**src/pwr_ok_pkg.sv**
```systemverilog
// constants, register map and types for the power good fault latch
package pwr_ok_pkg;

  // register indices (byte address is four times the index)
  localparam logic [7:0] COMPENSATION_CONTROL_IDX = 8'hd0;
  localparam logic [7:0] OUTPUT_CONTROL_IDX = 8'hd1;
  localparam logic [7:0] OVERTEMP_THRESHOLD_IDX = 8'h4f;
  localparam logic [7:0] UNDERVOLT_THRESHOLD_IDX = 8'h44;
  localparam logic [7:0] GOOD_THRESHOLD_IDX = 8'h5e;
  localparam logic [7:0] FAULT_RESPONSE_IDX = 8'he0;
  localparam logic [7:0] STATUS_IDX = 8'he1;
  localparam logic [7:0] IRQ_STATUS_IDX = 8'he2;
  localparam logic [7:0] IRQ_MASK_IDX = 8'he3;
  localparam logic [9:0] COMPENSATION_CONTROL_ADDR = 10'h340;
  localparam logic [9:0] OUTPUT_CONTROL_ADDR = 10'h344;
  localparam logic [9:0] OVERTEMP_THRESHOLD_ADDR = 10'h13c;
  localparam logic [9:0] UNDERVOLT_THRESHOLD_ADDR = 10'h110;
  localparam logic [9:0] GOOD_THRESHOLD_ADDR = 10'h178;
  localparam logic [9:0] FAULT_RESPONSE_ADDR = 10'h380;
  localparam logic [9:0] STATUS_ADDR = 10'h384;
  localparam logic [9:0] IRQ_STATUS_ADDR = 10'h388;
  localparam logic [9:0] IRQ_MASK_ADDR = 10'h38c;

  // field positions
  localparam int PWR_OK_BIDIR_BIT = 0;
  localparam int RESP_OT_LATCH_BIT = 0;
  localparam int RESP_UV_LATCH_BIT = 1;
  localparam int RESP_OV_LATCH_BIT = 2;
  localparam int IRQ_OT_BIT = 0;
  localparam int IRQ_UV_BIT = 1;
  localparam int IRQ_OV_BIT = 2;
  localparam int IRQ_LOCKOUT_BIT = 3;
  localparam int IRQ_PEER_BIT = 4;
  localparam int IRQ_GOOD_BIT = 5;
  localparam int IRQ_WIDTH = 6;

  // reset values
  localparam logic [7:0] COMP_CTRL_RESET = 8'h00;
  localparam logic [15:0] OUT_CTRL_RESET = 16'h0010;
  localparam logic [11:0] OT_THRESH_RESET = 12'h0_7d0;
  localparam logic [11:0] UV_THRESH_RESET = 12'h0_200;
  localparam logic [11:0] GOOD_THRESH_RESET = 12'h0_250;
  localparam logic [2:0] RESP_RESET = 3'h0;

  // timing: good delay counts in microsecond ticks, hiccup off time
  localparam int CLOCK_MHZ = 125;
  localparam int TICK_NS = 1000;
  localparam int TICK_CYCLES = (TICK_NS * CLOCK_MHZ) / 1000;
  localparam int HICCUP_US = 10000;
  // cycles after release before the synced line is trusted
  localparam logic [2:0] PEER_SETTLE_CYCLES = 3'h4;

  // sequencer states
  typedef enum logic [4:0] {
    ST_OFF = 5'b00001,
    ST_START = 5'b00010,
    ST_DELAY = 5'b00100,
    ST_GOOD = 5'b01000,
    ST_FAULT = 5'b10000
  } seq_e;

  // analog sense samples
  typedef struct packed {
    logic [11:0] temp;
    logic [11:0] feedback;
    logic ov;
    logic lockout;
  } sense_s;

  // register bus request
  typedef struct packed {
    logic [9:0] addr;
    logic [31:0] wdata;
    logic wr;
    logic rd;
  } bus_req_s;

endpackage : pwr_ok_pkg

```
**src/power_good_fault_latch.sv**
```systemverilog
// power good sequencing, fault latch and over-temperature response
//
// Overview of operation
// RULE1: trip over-temperature when junction exceeds threshold
// RULE2: fault response is hiccup or latch-off, configurable
// RULE3: latch-off cleared only by enable or bias cycle
// RULE4: power good pin only pulls low or releases
// RULE5: compensation control bit zero selects bidirectional mode
// RULE6: single phase should use output-only mode
// RULE7: multi-phase uses bidirectional to see slave faults
// RULE8: power good low from power-up
// RULE9: release after good threshold and programmed delay
// RULE10: any protection forces and latches power good low
// RULE11: latched low until a new soft start
// RULE12: input supply failure latches power good low
// RULE13: under-voltage trips, then hiccup or latch-off
// RULE14: external low in bidirectional mode is peer fault
//
// Implementation choices: the plain strobed port and the register addresses.
`timescale 1ns/10ps
module power_good_fault_latch
  import pwr_ok_pkg::*;
#(
  parameter int HICCUP_CYCLES = HICCUP_US * CLOCK_MHZ
)(
  // clock and reset
  input wire logic clock_in,
  input wire logic rst_in,
  // control and sense
  input wire logic enable_in,
  input wire logic soft_start_done_in,
  input wire sense_s sense_in,
  // shared power good line
  input wire logic pwr_ok_signal_in,
  output logic pwr_ok_signal_out,
  output logic pwr_ok_signal_oe_out,
  // converter control
  output logic switching_en_out,
  output logic soft_start_out,
  output logic latched_off_out,
  // register bus
  input wire bus_req_s bus_in,
  output logic [31:0] rdata_out,
  output logic irq_out
);

  typedef struct packed {
    seq_e st;
    logic [7:0] comp_ctrl;
    logic [15:0] out_ctrl;
    logic [11:0] ot_thresh;
    logic [11:0] uv_thresh;
    logic [11:0] good_thresh;
    logic [2:0] resp;
    logic [IRQ_WIDTH-1:0] irq_stat;
    logic [IRQ_WIDTH-1:0] irq_mask;
    logic [2:0] pin_sync;
    logic [2:0] en_sync;
    logic pin_low;
    logic en_lvl;
    logic latched;
    logic [31:0] timer;
    logic [15:0] delay_cnt;
    logic [31:0] rdata;
    logic drive_low;
    logic irq;
    logic [2:0] rel_cnt;
    logic sw_en;
    logic ss_on;
  } state_s;

  state_s q, d;

  // takes the new value once the second and third sync stages agree on it
  function automatic logic filt(input logic [2:0] s, input logic old);
    filt = (s[2] == s[1]) ? s[1] : old;
  endfunction : filt

  // write hit decode
  function automatic logic hit(input bus_req_s b, input logic [9:0] a);
    hit = b.wr && (b.addr == a);
  endfunction : hit

  logic ot_trip, uv_trip, ov_trip, lock_trip, peer_trip, any_fault;
  logic latch_resp;
  logic [IRQ_WIDTH-1:0] ev;

  // next state of the whole block
  always_comb
  begin
    d = q;
    d.pin_sync = {q.pin_sync[1:0], pwr_ok_signal_in};
    d.en_sync = {q.en_sync[1:0], enable_in};
    d.pin_low = ~filt(q.pin_sync, ~q.pin_low);
    d.en_lvl = filt(q.en_sync, q.en_lvl);
    ev = '0;
    // fault detection; under-voltage and peer trips only in the good state
    ot_trip = (sense_in.temp > q.ot_thresh); // see RULE1
    uv_trip = (q.st == ST_GOOD) &&
      (sense_in.feedback < q.uv_thresh); // see RULE13
    ov_trip = sense_in.ov;
    lock_trip = sense_in.lockout; // see RULE12
    // count cycles since release so the sync chain catches up
    if (q.drive_low)
    begin
      d.rel_cnt = '0;
    end
    else if (q.rel_cnt != PEER_SETTLE_CYCLES)
    begin
      d.rel_cnt = q.rel_cnt + 3'h1;
    end
    // peer pulls line low while we release it
    peer_trip = q.comp_ctrl[PWR_OK_BIDIR_BIT] && q.pin_low &&
      !q.drive_low && (q.st == ST_GOOD) &&
      (q.rel_cnt == PEER_SETTLE_CYCLES); // see RULE14 RULE7
    any_fault = ot_trip || uv_trip || ov_trip || lock_trip || peer_trip;
    latch_resp = (ot_trip && q.resp[RESP_OT_LATCH_BIT]) ||
      (uv_trip && q.resp[RESP_UV_LATCH_BIT]) ||
      (ov_trip && q.resp[RESP_OV_LATCH_BIT]); // see RULE2
    // sequencer
    unique case (q.st)
      ST_OFF:
      begin
        if (q.en_lvl && !q.latched && !lock_trip)
        begin
          d.st = ST_START;
        end
      end
      ST_START:
      begin
        if (any_fault)
        begin
          d.st = ST_FAULT;
        end
        else if (soft_start_done_in &&
          sense_in.feedback >= q.good_thresh)
        begin
          d.st = ST_DELAY;
          d.delay_cnt = q.out_ctrl;
          d.timer = '0;
        end
      end
      ST_DELAY:
      begin
        if (any_fault)
        begin
          d.st = ST_FAULT;
        end
        else if (q.delay_cnt == 16'h0000)
        begin
          d.st = ST_GOOD; // see RULE9
          ev[IRQ_GOOD_BIT] = 1'b1;
        end
        else if (q.timer == 32'(TICK_CYCLES - 1))
        begin
          d.timer = '0;
          d.delay_cnt = q.delay_cnt - 16'h0001;
        end
        else
        begin
          d.timer = q.timer + 32'h0000_0001;
        end
      end
      ST_GOOD:
      begin
        if (any_fault)
        begin
          d.st = ST_FAULT;
        end
      end
      ST_FAULT:
      begin
        // hiccup waits then restarts; latch waits for enable cycle
        if (q.latched)
        begin
          d.st = ST_OFF;
        end
        else if (q.timer >= 32'(HICCUP_CYCLES - 1))
        begin
          d.timer = '0;
          d.st = ST_OFF;
        end
        else
        begin
          d.timer = q.timer + 32'h0000_0001;
        end
      end
      default:
      begin
        d.st = ST_OFF;
      end
    endcase
    // entry into fault from a running state
    if ((q.st != ST_FAULT) && (q.st != ST_OFF) && any_fault)
    begin
      d.timer = '0;
      if (latch_resp)
      begin
        d.latched = 1'b1;
      end
      ev[IRQ_OT_BIT] = ot_trip;
      ev[IRQ_UV_BIT] = uv_trip;
      ev[IRQ_OV_BIT] = ov_trip;
      ev[IRQ_LOCKOUT_BIT] = lock_trip;
      ev[IRQ_PEER_BIT] = peer_trip;
    end
    // losing enable clears the latch and stops the converter
    if (!q.en_lvl)
    begin
      d.latched = 1'b0; // see RULE3
      d.st = ST_OFF;
    end
    // low at power-up and latched low until a new soft start
    d.drive_low = (d.st != ST_GOOD); // see RULE8 RULE10 RULE11
    // converter controls registered from the next state
    d.sw_en = (d.st == ST_START) || (d.st == ST_DELAY) ||
      (d.st == ST_GOOD);
    d.ss_on = (d.st == ST_START);
    // register writes
    if (hit(bus_in, COMPENSATION_CONTROL_ADDR))
    begin
      d.comp_ctrl = bus_in.wdata[7:0]; // see RULE5
    end
    if (hit(bus_in, OUTPUT_CONTROL_ADDR))
    begin
      d.out_ctrl = bus_in.wdata[15:0];
    end
    if (hit(bus_in, OVERTEMP_THRESHOLD_ADDR))
    begin
      d.ot_thresh = bus_in.wdata[11:0];
    end
    if (hit(bus_in, UNDERVOLT_THRESHOLD_ADDR))
    begin
      d.uv_thresh = bus_in.wdata[11:0];
    end
    if (hit(bus_in, GOOD_THRESHOLD_ADDR))
    begin
      d.good_thresh = bus_in.wdata[11:0];
    end
    if (hit(bus_in, FAULT_RESPONSE_ADDR))
    begin
      d.resp = bus_in.wdata[2:0];
    end
    if (hit(bus_in, IRQ_MASK_ADDR))
    begin
      d.irq_mask = bus_in.wdata[IRQ_WIDTH-1:0];
    end
    // sticky status: set wins over write-one clear
    d.irq_stat = q.irq_stat;
    if (hit(bus_in, IRQ_STATUS_ADDR))
    begin
      d.irq_stat = q.irq_stat & ~bus_in.wdata[IRQ_WIDTH-1:0];
    end
    d.irq_stat = d.irq_stat | ev;
    d.irq = |(d.irq_stat & d.irq_mask);
    // read data, valid the cycle after the strobe
    d.rdata = '0;
    if (bus_in.rd)
    begin
      unique case (bus_in.addr)
        COMPENSATION_CONTROL_ADDR: d.rdata = {24'h0000_00, q.comp_ctrl};
        OUTPUT_CONTROL_ADDR: d.rdata = {16'h0000, q.out_ctrl};
        OVERTEMP_THRESHOLD_ADDR: d.rdata = {20'h0_0000, q.ot_thresh};
        UNDERVOLT_THRESHOLD_ADDR: d.rdata = {20'h0_0000, q.uv_thresh};
        GOOD_THRESHOLD_ADDR: d.rdata = {20'h0_0000, q.good_thresh};
        FAULT_RESPONSE_ADDR: d.rdata = {29'h0000_0000, q.resp};
        STATUS_ADDR: d.rdata = {24'h0000_00, q.pin_low, q.latched,
          1'b0, q.st};
        IRQ_STATUS_ADDR: d.rdata = {26'h000_0000, q.irq_stat};
        IRQ_MASK_ADDR: d.rdata = {26'h000_0000, q.irq_mask};
        default: d.rdata = '0;
      endcase
    end
  end

  // state register
  always_ff @(posedge clock_in or posedge rst_in)
  begin
    if (rst_in)
    begin
      q <= '{st: ST_OFF, comp_ctrl: COMP_CTRL_RESET,
        out_ctrl: OUT_CTRL_RESET, ot_thresh: OT_THRESH_RESET,
        uv_thresh: UV_THRESH_RESET, good_thresh: GOOD_THRESH_RESET,
        resp: RESP_RESET, pin_sync: 3'h7, pin_low: 1'b0,
        drive_low: 1'b1, default: '0};
    end
    else
    begin
      q <= d;
    end
  end

  // outputs: open drain, only low or released
  assign pwr_ok_signal_out = 1'b0; // see RULE4
  assign pwr_ok_signal_oe_out = q.drive_low;
  assign switching_en_out = q.sw_en;
  assign soft_start_out = q.ss_on;
  assign latched_off_out = q.latched;
  assign rdata_out = q.rdata;
  assign irq_out = q.irq;

endmodule : power_good_fault_latch

```
**config.mk**
```make
export PLATFORM = sky130hd
export DESIGN_NAME = power_good_fault_latch
export DESIGN_NICKNAME = d
export VERILOG_FILES = /design/src/pwr_ok_pkg.sv /design/src/power_good_fault_latch.sv
export SDC_FILE = /design/constraint.sdc
export NUM_CORES = 1
export LEC_CHECK = 0
export ABC_AREA = 1
export BUFFER_PORTS_ARGS = -buffer_cell sky130_fd_sc_hd__buf_4
export CAP_MARGIN = 0
export CORE_MARGIN = 2
export CORE_UTILIZATION = 40
export DETAILED_ROUTE_END_ITERATION = 7
export SYNTH_ARGS = -nofsm -noshare
export SYNTH_HDL_FRONTEND = slang
export SYNTH_SLANG_ARGS = --single-unit
export TNS_END_PERCENT = 20
```
**constraint.sdc**
```tcl
create_clock -name clock_in -period 6.5 [get_ports clock_in]
set_input_delay 1.3 -clock clock_in [delete_from_list [all_inputs] [get_ports clock_in]]
set_output_delay 1.3 -clock clock_in [all_outputs]
set_load 0.02 [all_outputs]
```
# Yosys cells after proc, flatten, opt, wreduce, memory -nomap -nowiden
# Cells that the tools add are included.
dict set report totals {
  reg_bits 176
  latch_bits 0
  ramBits 0
  romBits 0
  in_bits 75
  out_inout_bits 38
  word_cells 146
  memories 0
}
dict set report op_classes {
  n_addsub 3
  n_mul 0
  n_div 0
  n_lt_le_gt_ge 4
  eq_ne 37
  shifts 0
  muxes 34
  bitwise_logic 6
  n_reduce_logical 40
}
# op count
set op_table {}
lappend op_table {{$mux W48} 4}
lappend op_table {{$pmux W16 S9} 1}
lappend op_table {{$mux W32} 3}
lappend op_table {{$pmux W32 S3} 1}
lappend op_table {{$eq A10 B10 Y1 const B} 6}
lappend op_table {{$mux W5} 10}
lappend op_table {{$mux W33} 1}
lappend op_table {{$add A32 B1 Y32 const B} 1}
lappend op_table {{$eq A32 B7 Y1 const B} 1}
lappend op_table {{$ge A32 B21 Y1 const B} 1}
lappend op_table {{$mux W16} 2}
lappend op_table {{$pmux W16 S2} 1}
lappend op_table {{$eq A10 B9 Y1 const B} 3}
lappend op_table {{$pmux W5 S5} 1}
lappend op_table {{$logic_and A1 B1 Y1} 21}
lappend op_table {{$ne A3 B3 Y1 const B} 6}
lappend op_table {{$logic_not A16 Y1} 1}
lappend op_table {{$sub A16 B1 Y16 const B} 1}
lappend op_table {{$and A6 B6 Y6} 2}
lappend op_table {{$ge A12 B12 Y1} 1}
lappend op_table {{$gt A12 B12 Y1} 1}
lappend op_table {{$lt A12 B12 Y1} 1}
lappend op_table {{$mux W6} 2}
lappend op_table {{$reduce_and A6 Y1} 2}
lappend op_table {{24 further kinds} 50}

# Longest topological paths before layout
dict set report logic_depth {
  ltp_word 12
  mapped_depth 18
  depth_no_buf 17
}

# Worst setup path before layout
# No wires, ideal clock.
dict set report synth_timing {
  path_type {input to register}
  from {in sense_in[25] (netlist name)}
  to {reg q[85] (netlist name)}
  setup_time_ns 0.118
  arrival_time_ns 2.773
  required_time_ns 6.382
  setup_slack_ns 3.610
  path_stages 15
  path_cell_list {ha_1 > nand2_1 > inv_1 > nand2_1 > inv_1 > nand2_1 > nand3_1 > nand2_1 > nand3_2 > buf_6 > nand2_4 > nand3_2 > buf_4 > nand4_1 > nand2_1}
}
dict set report synth_via {
  elab_chain_len 8
  word_cells_on_any_way 14
  cone_classes {1 x order compare; 5 x eq/ne; 1 x mux; 7 x reduce/logical}
}
# element line_no
set synth_rtl {}
lappend synth_rtl {{from (decl)} power_good_fault_latch.sv:32} ;# input wire sense_s sense_in,
lappend synth_rtl {{$gt A12 B12 Y1 (*)} power_good_fault_latch.sv:98} ;# ot_trip = (sense_in.temp > q.ot_thresh);
lappend synth_rtl {{$logic_or A1 B1 Y1 (*) (4 in a row)} power_good_fault_latch.sv:116} ;# any_fault = ot_trip || uv_trip || ov_trip || lock_trip || peer_trip;
lappend synth_rtl {{$logic_and A1 B1 Y1} power_good_fault_latch.sv:194} ;# if ((q.st != ST_FAULT) && (q.st != ST_OFF) && any_fault)
lappend synth_rtl {{$ne A3 B3 Y1 (no line) / $reduce_bool A4 Y1 (equally long branches)} n/a}
lappend synth_rtl {{$reduce_and A6 Y1 (no line)} n/a}
lappend synth_rtl {{to (signal assigned)} power_good_fault_latch.sv:281} ;# q <= '{st: ST_OFF, comp_ctrl: COMP_CTRL_RESET,
lappend synth_rtl {{to (decl)} power_good_fault_latch.sv:72} ;# state_s q, d;
# Mark *: on every way between the ends. The rest lies on a longest branch, timed or not. The select of a mux whose other input is x is not followed.
# A chain may end at the register's enable or synchronous reset.

# Worst setup path in the final report
dict set report layout_timing {
  from {in bus_in[34] (netlist name)}
  to {reg q[162] (netlist name)}
}
dict set report layout_via {
  elab_chain_len 2
}
# element line_no
set layout_rtl {}
lappend layout_rtl {{from (decl)} power_good_fault_latch.sv:42} ;# input wire bus_req_s bus_in,
lappend layout_rtl {{$eq A10 B10 Y1} power_good_fault_latch.sv:81} ;# hit = b.wr && (b.addr == a);
lappend layout_rtl {{$logic_and A1 B1 Y1} power_good_fault_latch.sv:81}
# Every way passes these cells.

==> results.json <==
{
  "critical_path_arrival_ns": 4.28,
  "initial_utilization_pct": 40.7,
  "syn-instance-count": 1472,
  "avgSynthCellArea_um2": 6.97,
  "switching_share_pct": 32.8,
  "critPathMaxStageDelay_ns": 0.69,
  "hp-class": "flop to flop",
  "synth_edf_count": 0,
  "synth.distinct_cells": 43,
  "maxSlewViolCount": 0,
  "detailed_place_hpwl_um": 20800,
  "wl_per_cell_um": 15.3,
  "switchingPower_w": 0.000849,
  "critPathSlowestCell": "nand2_1",
  "cts_buffers": 17,
  "end_kind": "flop",
  "synthAdderAreaFrac_pct": 4.98,
  "period_minus_slack_ns": 3.94,
  "internal_power_w": 0.00174,
  "area.growth.synth_to_final_pct": 12.4,
  "cp-start-kind": "input pin",
  "synth_area_leaders": "dfrtp_1 35%, nand2_1 16%, inv_1 7.6%",
  "synth_top_area_share_pct": 35.1,
  "first_pass_iters": 6,
  "timing_hold_violations_final": 0,
  "fmax_ghz": 0.254,
  "synth_top_family_by_area": "simple AND/OR/NAND/NOR gates",
  "synth_xor_area_share_pct": 1.54,
  "utilization_pct": 45.8,
  "die_y_um": 164,
  "seq_area_frac_synth_pct": 39.2,
  "drive_gt1_share_pct": 10.2,
  "ctsHoldBuffers": 0,
  "grt_use_total_pct": 22.2,
  "power_density_nw_per_um2": 224,
  "n_antenna_cell": 0,
  "grt_pass1_vias": 8894,
  "seqPwrFrac_pct": 42.4,
  "worstSetupPathType": "input pin to flop",
  "fin_nets": 1629,
  "hold_depth": 0,
  "crit_path_max_fanout": 31,
  "status": "finished clean",
  "antenna_found_initial": 0,
  "cts.reportedPaths.clkPinSlew_ns": 0.08,
  "die_x_um": 164,
  "io_buffers": 79,
  "synthFlopType": "dfrtp_1",
  "yosys.area_share.simple_pct": 31.2,
  "drtIter0Drc": 709,
  "ctsLongestPathBuffers": 2,
  "layout_common_cells": "437 x nand2_1, 208 x inv_1, 144 x dfrtp_1",
  "setup_violations": 0,
  "grt_pass1_wl_um": 46800,
  "cts.repair.resized": 0,
  "core_um2": 25200,
  "wl_um": 28400,
  "clock_sinks": 160,
  "rsz0062_at_grt": "false",
  "final_common_cell": "nand2_1",
  "grt_max_degree": 94,
  "critPathRequiredTime_ns": 6.84,
  "yosysWarnings": 0,
  "synth_seq_cells": 160,
  "finalCritPeriodShare_pct": 60.6,
  "synth_compound_area_share_pct": 10.4,
  "slew-limit-headroom_pct": 22.1,
  "placementRows": 58,
  "leakage_nw": 5.85,
  "ys_async_sr_fraction_pct": 100,
  "ir_worst_vdd_v": 0.000141,
  "reg2reg_depth": 15,
  "drc": 0,
  "cts_tree": "done",
  "htree_levels": 4,
  "skew_ns": 0.0185,
  "design.die.area_um2": 26900,
  "via_per_inst": 5.06,
  "p_clk_share_pct": 41.9,
  "combPwrFrac_pct": 15.7,
  "final_antenna_net_count": 0,
  "ios": 113,
  "n_fill_cell": 2584,
  "root_buffer": "clkbuf_16",
  "maxCapViolCount": 0,
  "synth.area.mux_share_pct": 0.110,
  "via_count": 9390,
  "postCtsSetupRepairBufs": 0,
  "synth_area_leader_cell": "dfrtp_1",
  "gp_congestion": 0.915,
  "clock_latency_ns": 0.45,
  "tightest_slew_ns": 1.16,
  "setup_tns_ns": 0,
  "crit_chain": "buf_4, inv_1, nand2_1, nor3_1, nand3_1, inv_1, nand2_1, mux2_2",
  "overflow": 0,
  "syn-cell-area_um2": 10300
}
worst max-delay path: cells and delay by family:
kind	cells	cell delay [ns]
simple gates	4	1.77
buf+inv	3	0.69
mux	1	0.51
routing by layer:
| metal | wire (µm) | vias to the layer above | global-route usage (%) |
|---|---|---|---|
| li1 | - | 4748 | - |
| met1 | 13000 | 4328 | 29.5 |
| met2 | 13400 | 267 | 37.0 |
| met3 | 1380 | 47 | 3.64 |
| met4 | 664 | 0 | 7.10 |
| met5 | 0 | - | 0 |
kinds of logic after synthesis:
| kind of cell | count (synthesis) |
|---|---|
| and+or+nand+nor | 757 |
| buffers and inverters | 293 |
| AOI/OAI and AO/OA | 201 |
| DFF | 160 |
| adders and majority gates | 41 |
| xor gates and xnor gates | 18 |
| other | 1 |
| muxes | 1 |
through the flow:
stage                     hold slack (ns)  power [W]  worst slack, ns  instances  area, µm²
after floorplan                     0.331    0.00142            0.907       1488      10300
after global placement              0.337    0.00151             2.18       1825      10900
after detailed placement            0.344    0.00152             2.15       1825      10900
after CTS                           0.359    0.00260             2.60       1857      11500
after global routing                0.361    0.00272             2.29       1857      11500
final                               0.357    0.00259             2.56       1857      11500
final cells by class:
type	count	area, µm²	share of cell area (%)
inverters	217	825	7.15
flip-flops and latches	160	4020	34.9
clock buffers	17	425	3.69
multi-input cells	1035	5010	43.4
well taps	330	413	3.58
repair buffers	83	623	5.40
clock inverters	15	215	1.87
final timing paths:
check                      slack [ns]                      to          startpoint
max in group asynchronous        4.08  rdata_out[2]$_DFF_PP0_              rst_in
min                              0.36         d[92]$_DFF_PP0_     d[91]$_DFF_PP0_
max                              2.56      q[162]$_DFFE_PP0P_          bus_in[34]
min reg2reg                      0.36         d[92]$_DFF_PP0_     d[91]$_DFF_PP0_
max reg2reg                      3.04       q[64]$_DFFE_PP0P_  q[145]$_DFFE_PP1P_
min in group asynchronous        1.01       q[73]$_DFFE_PP0P_              rst_in
sequential cells by signal, indices dropped and copies added (netlist names), named ones only:
signal and count:
soft_start_out 1, latched_off_out 1, irq_out 1, pwr_ok_signal_oe_out 1
q 134, switching_en_out 1, d 4, rdata_out 16
synth_stat cells (5+ instances only):
library cell / n
clkbuf_1: 22
nor2_2: 5
o22ai_1: 13
dfstp_2: 16
dfrtp_1: 144
ha_1: 40
buf_6: 5
nor4_1: 8
buf_1: 5
nand3_1: 120
xor2_1: 13
inv_1: 209
nand4_1: 29
xnor2_1: 5
nand2_1: 437
nor2_1: 122
a21oi_1: 50
nor3_1: 23
buf_4: 35
buf_2: 9
o21ai_0: 111
o21ai_1: 16
inv_2: 6
power by group through the flow:
stage	registers, W	logic [W]	clock network (W)
floorplan	0.00111	0.000310	0
global placement	0.00111	0.000399	0
detailed placement	0.00111	0.000407	0
CTS	0.00110	0.000411	0.00110
global route	0.00111	0.000468	0.00115
finish	0.00110	0.000406	0.00108
No activity file was read; power rests on OpenSTA's default activity.
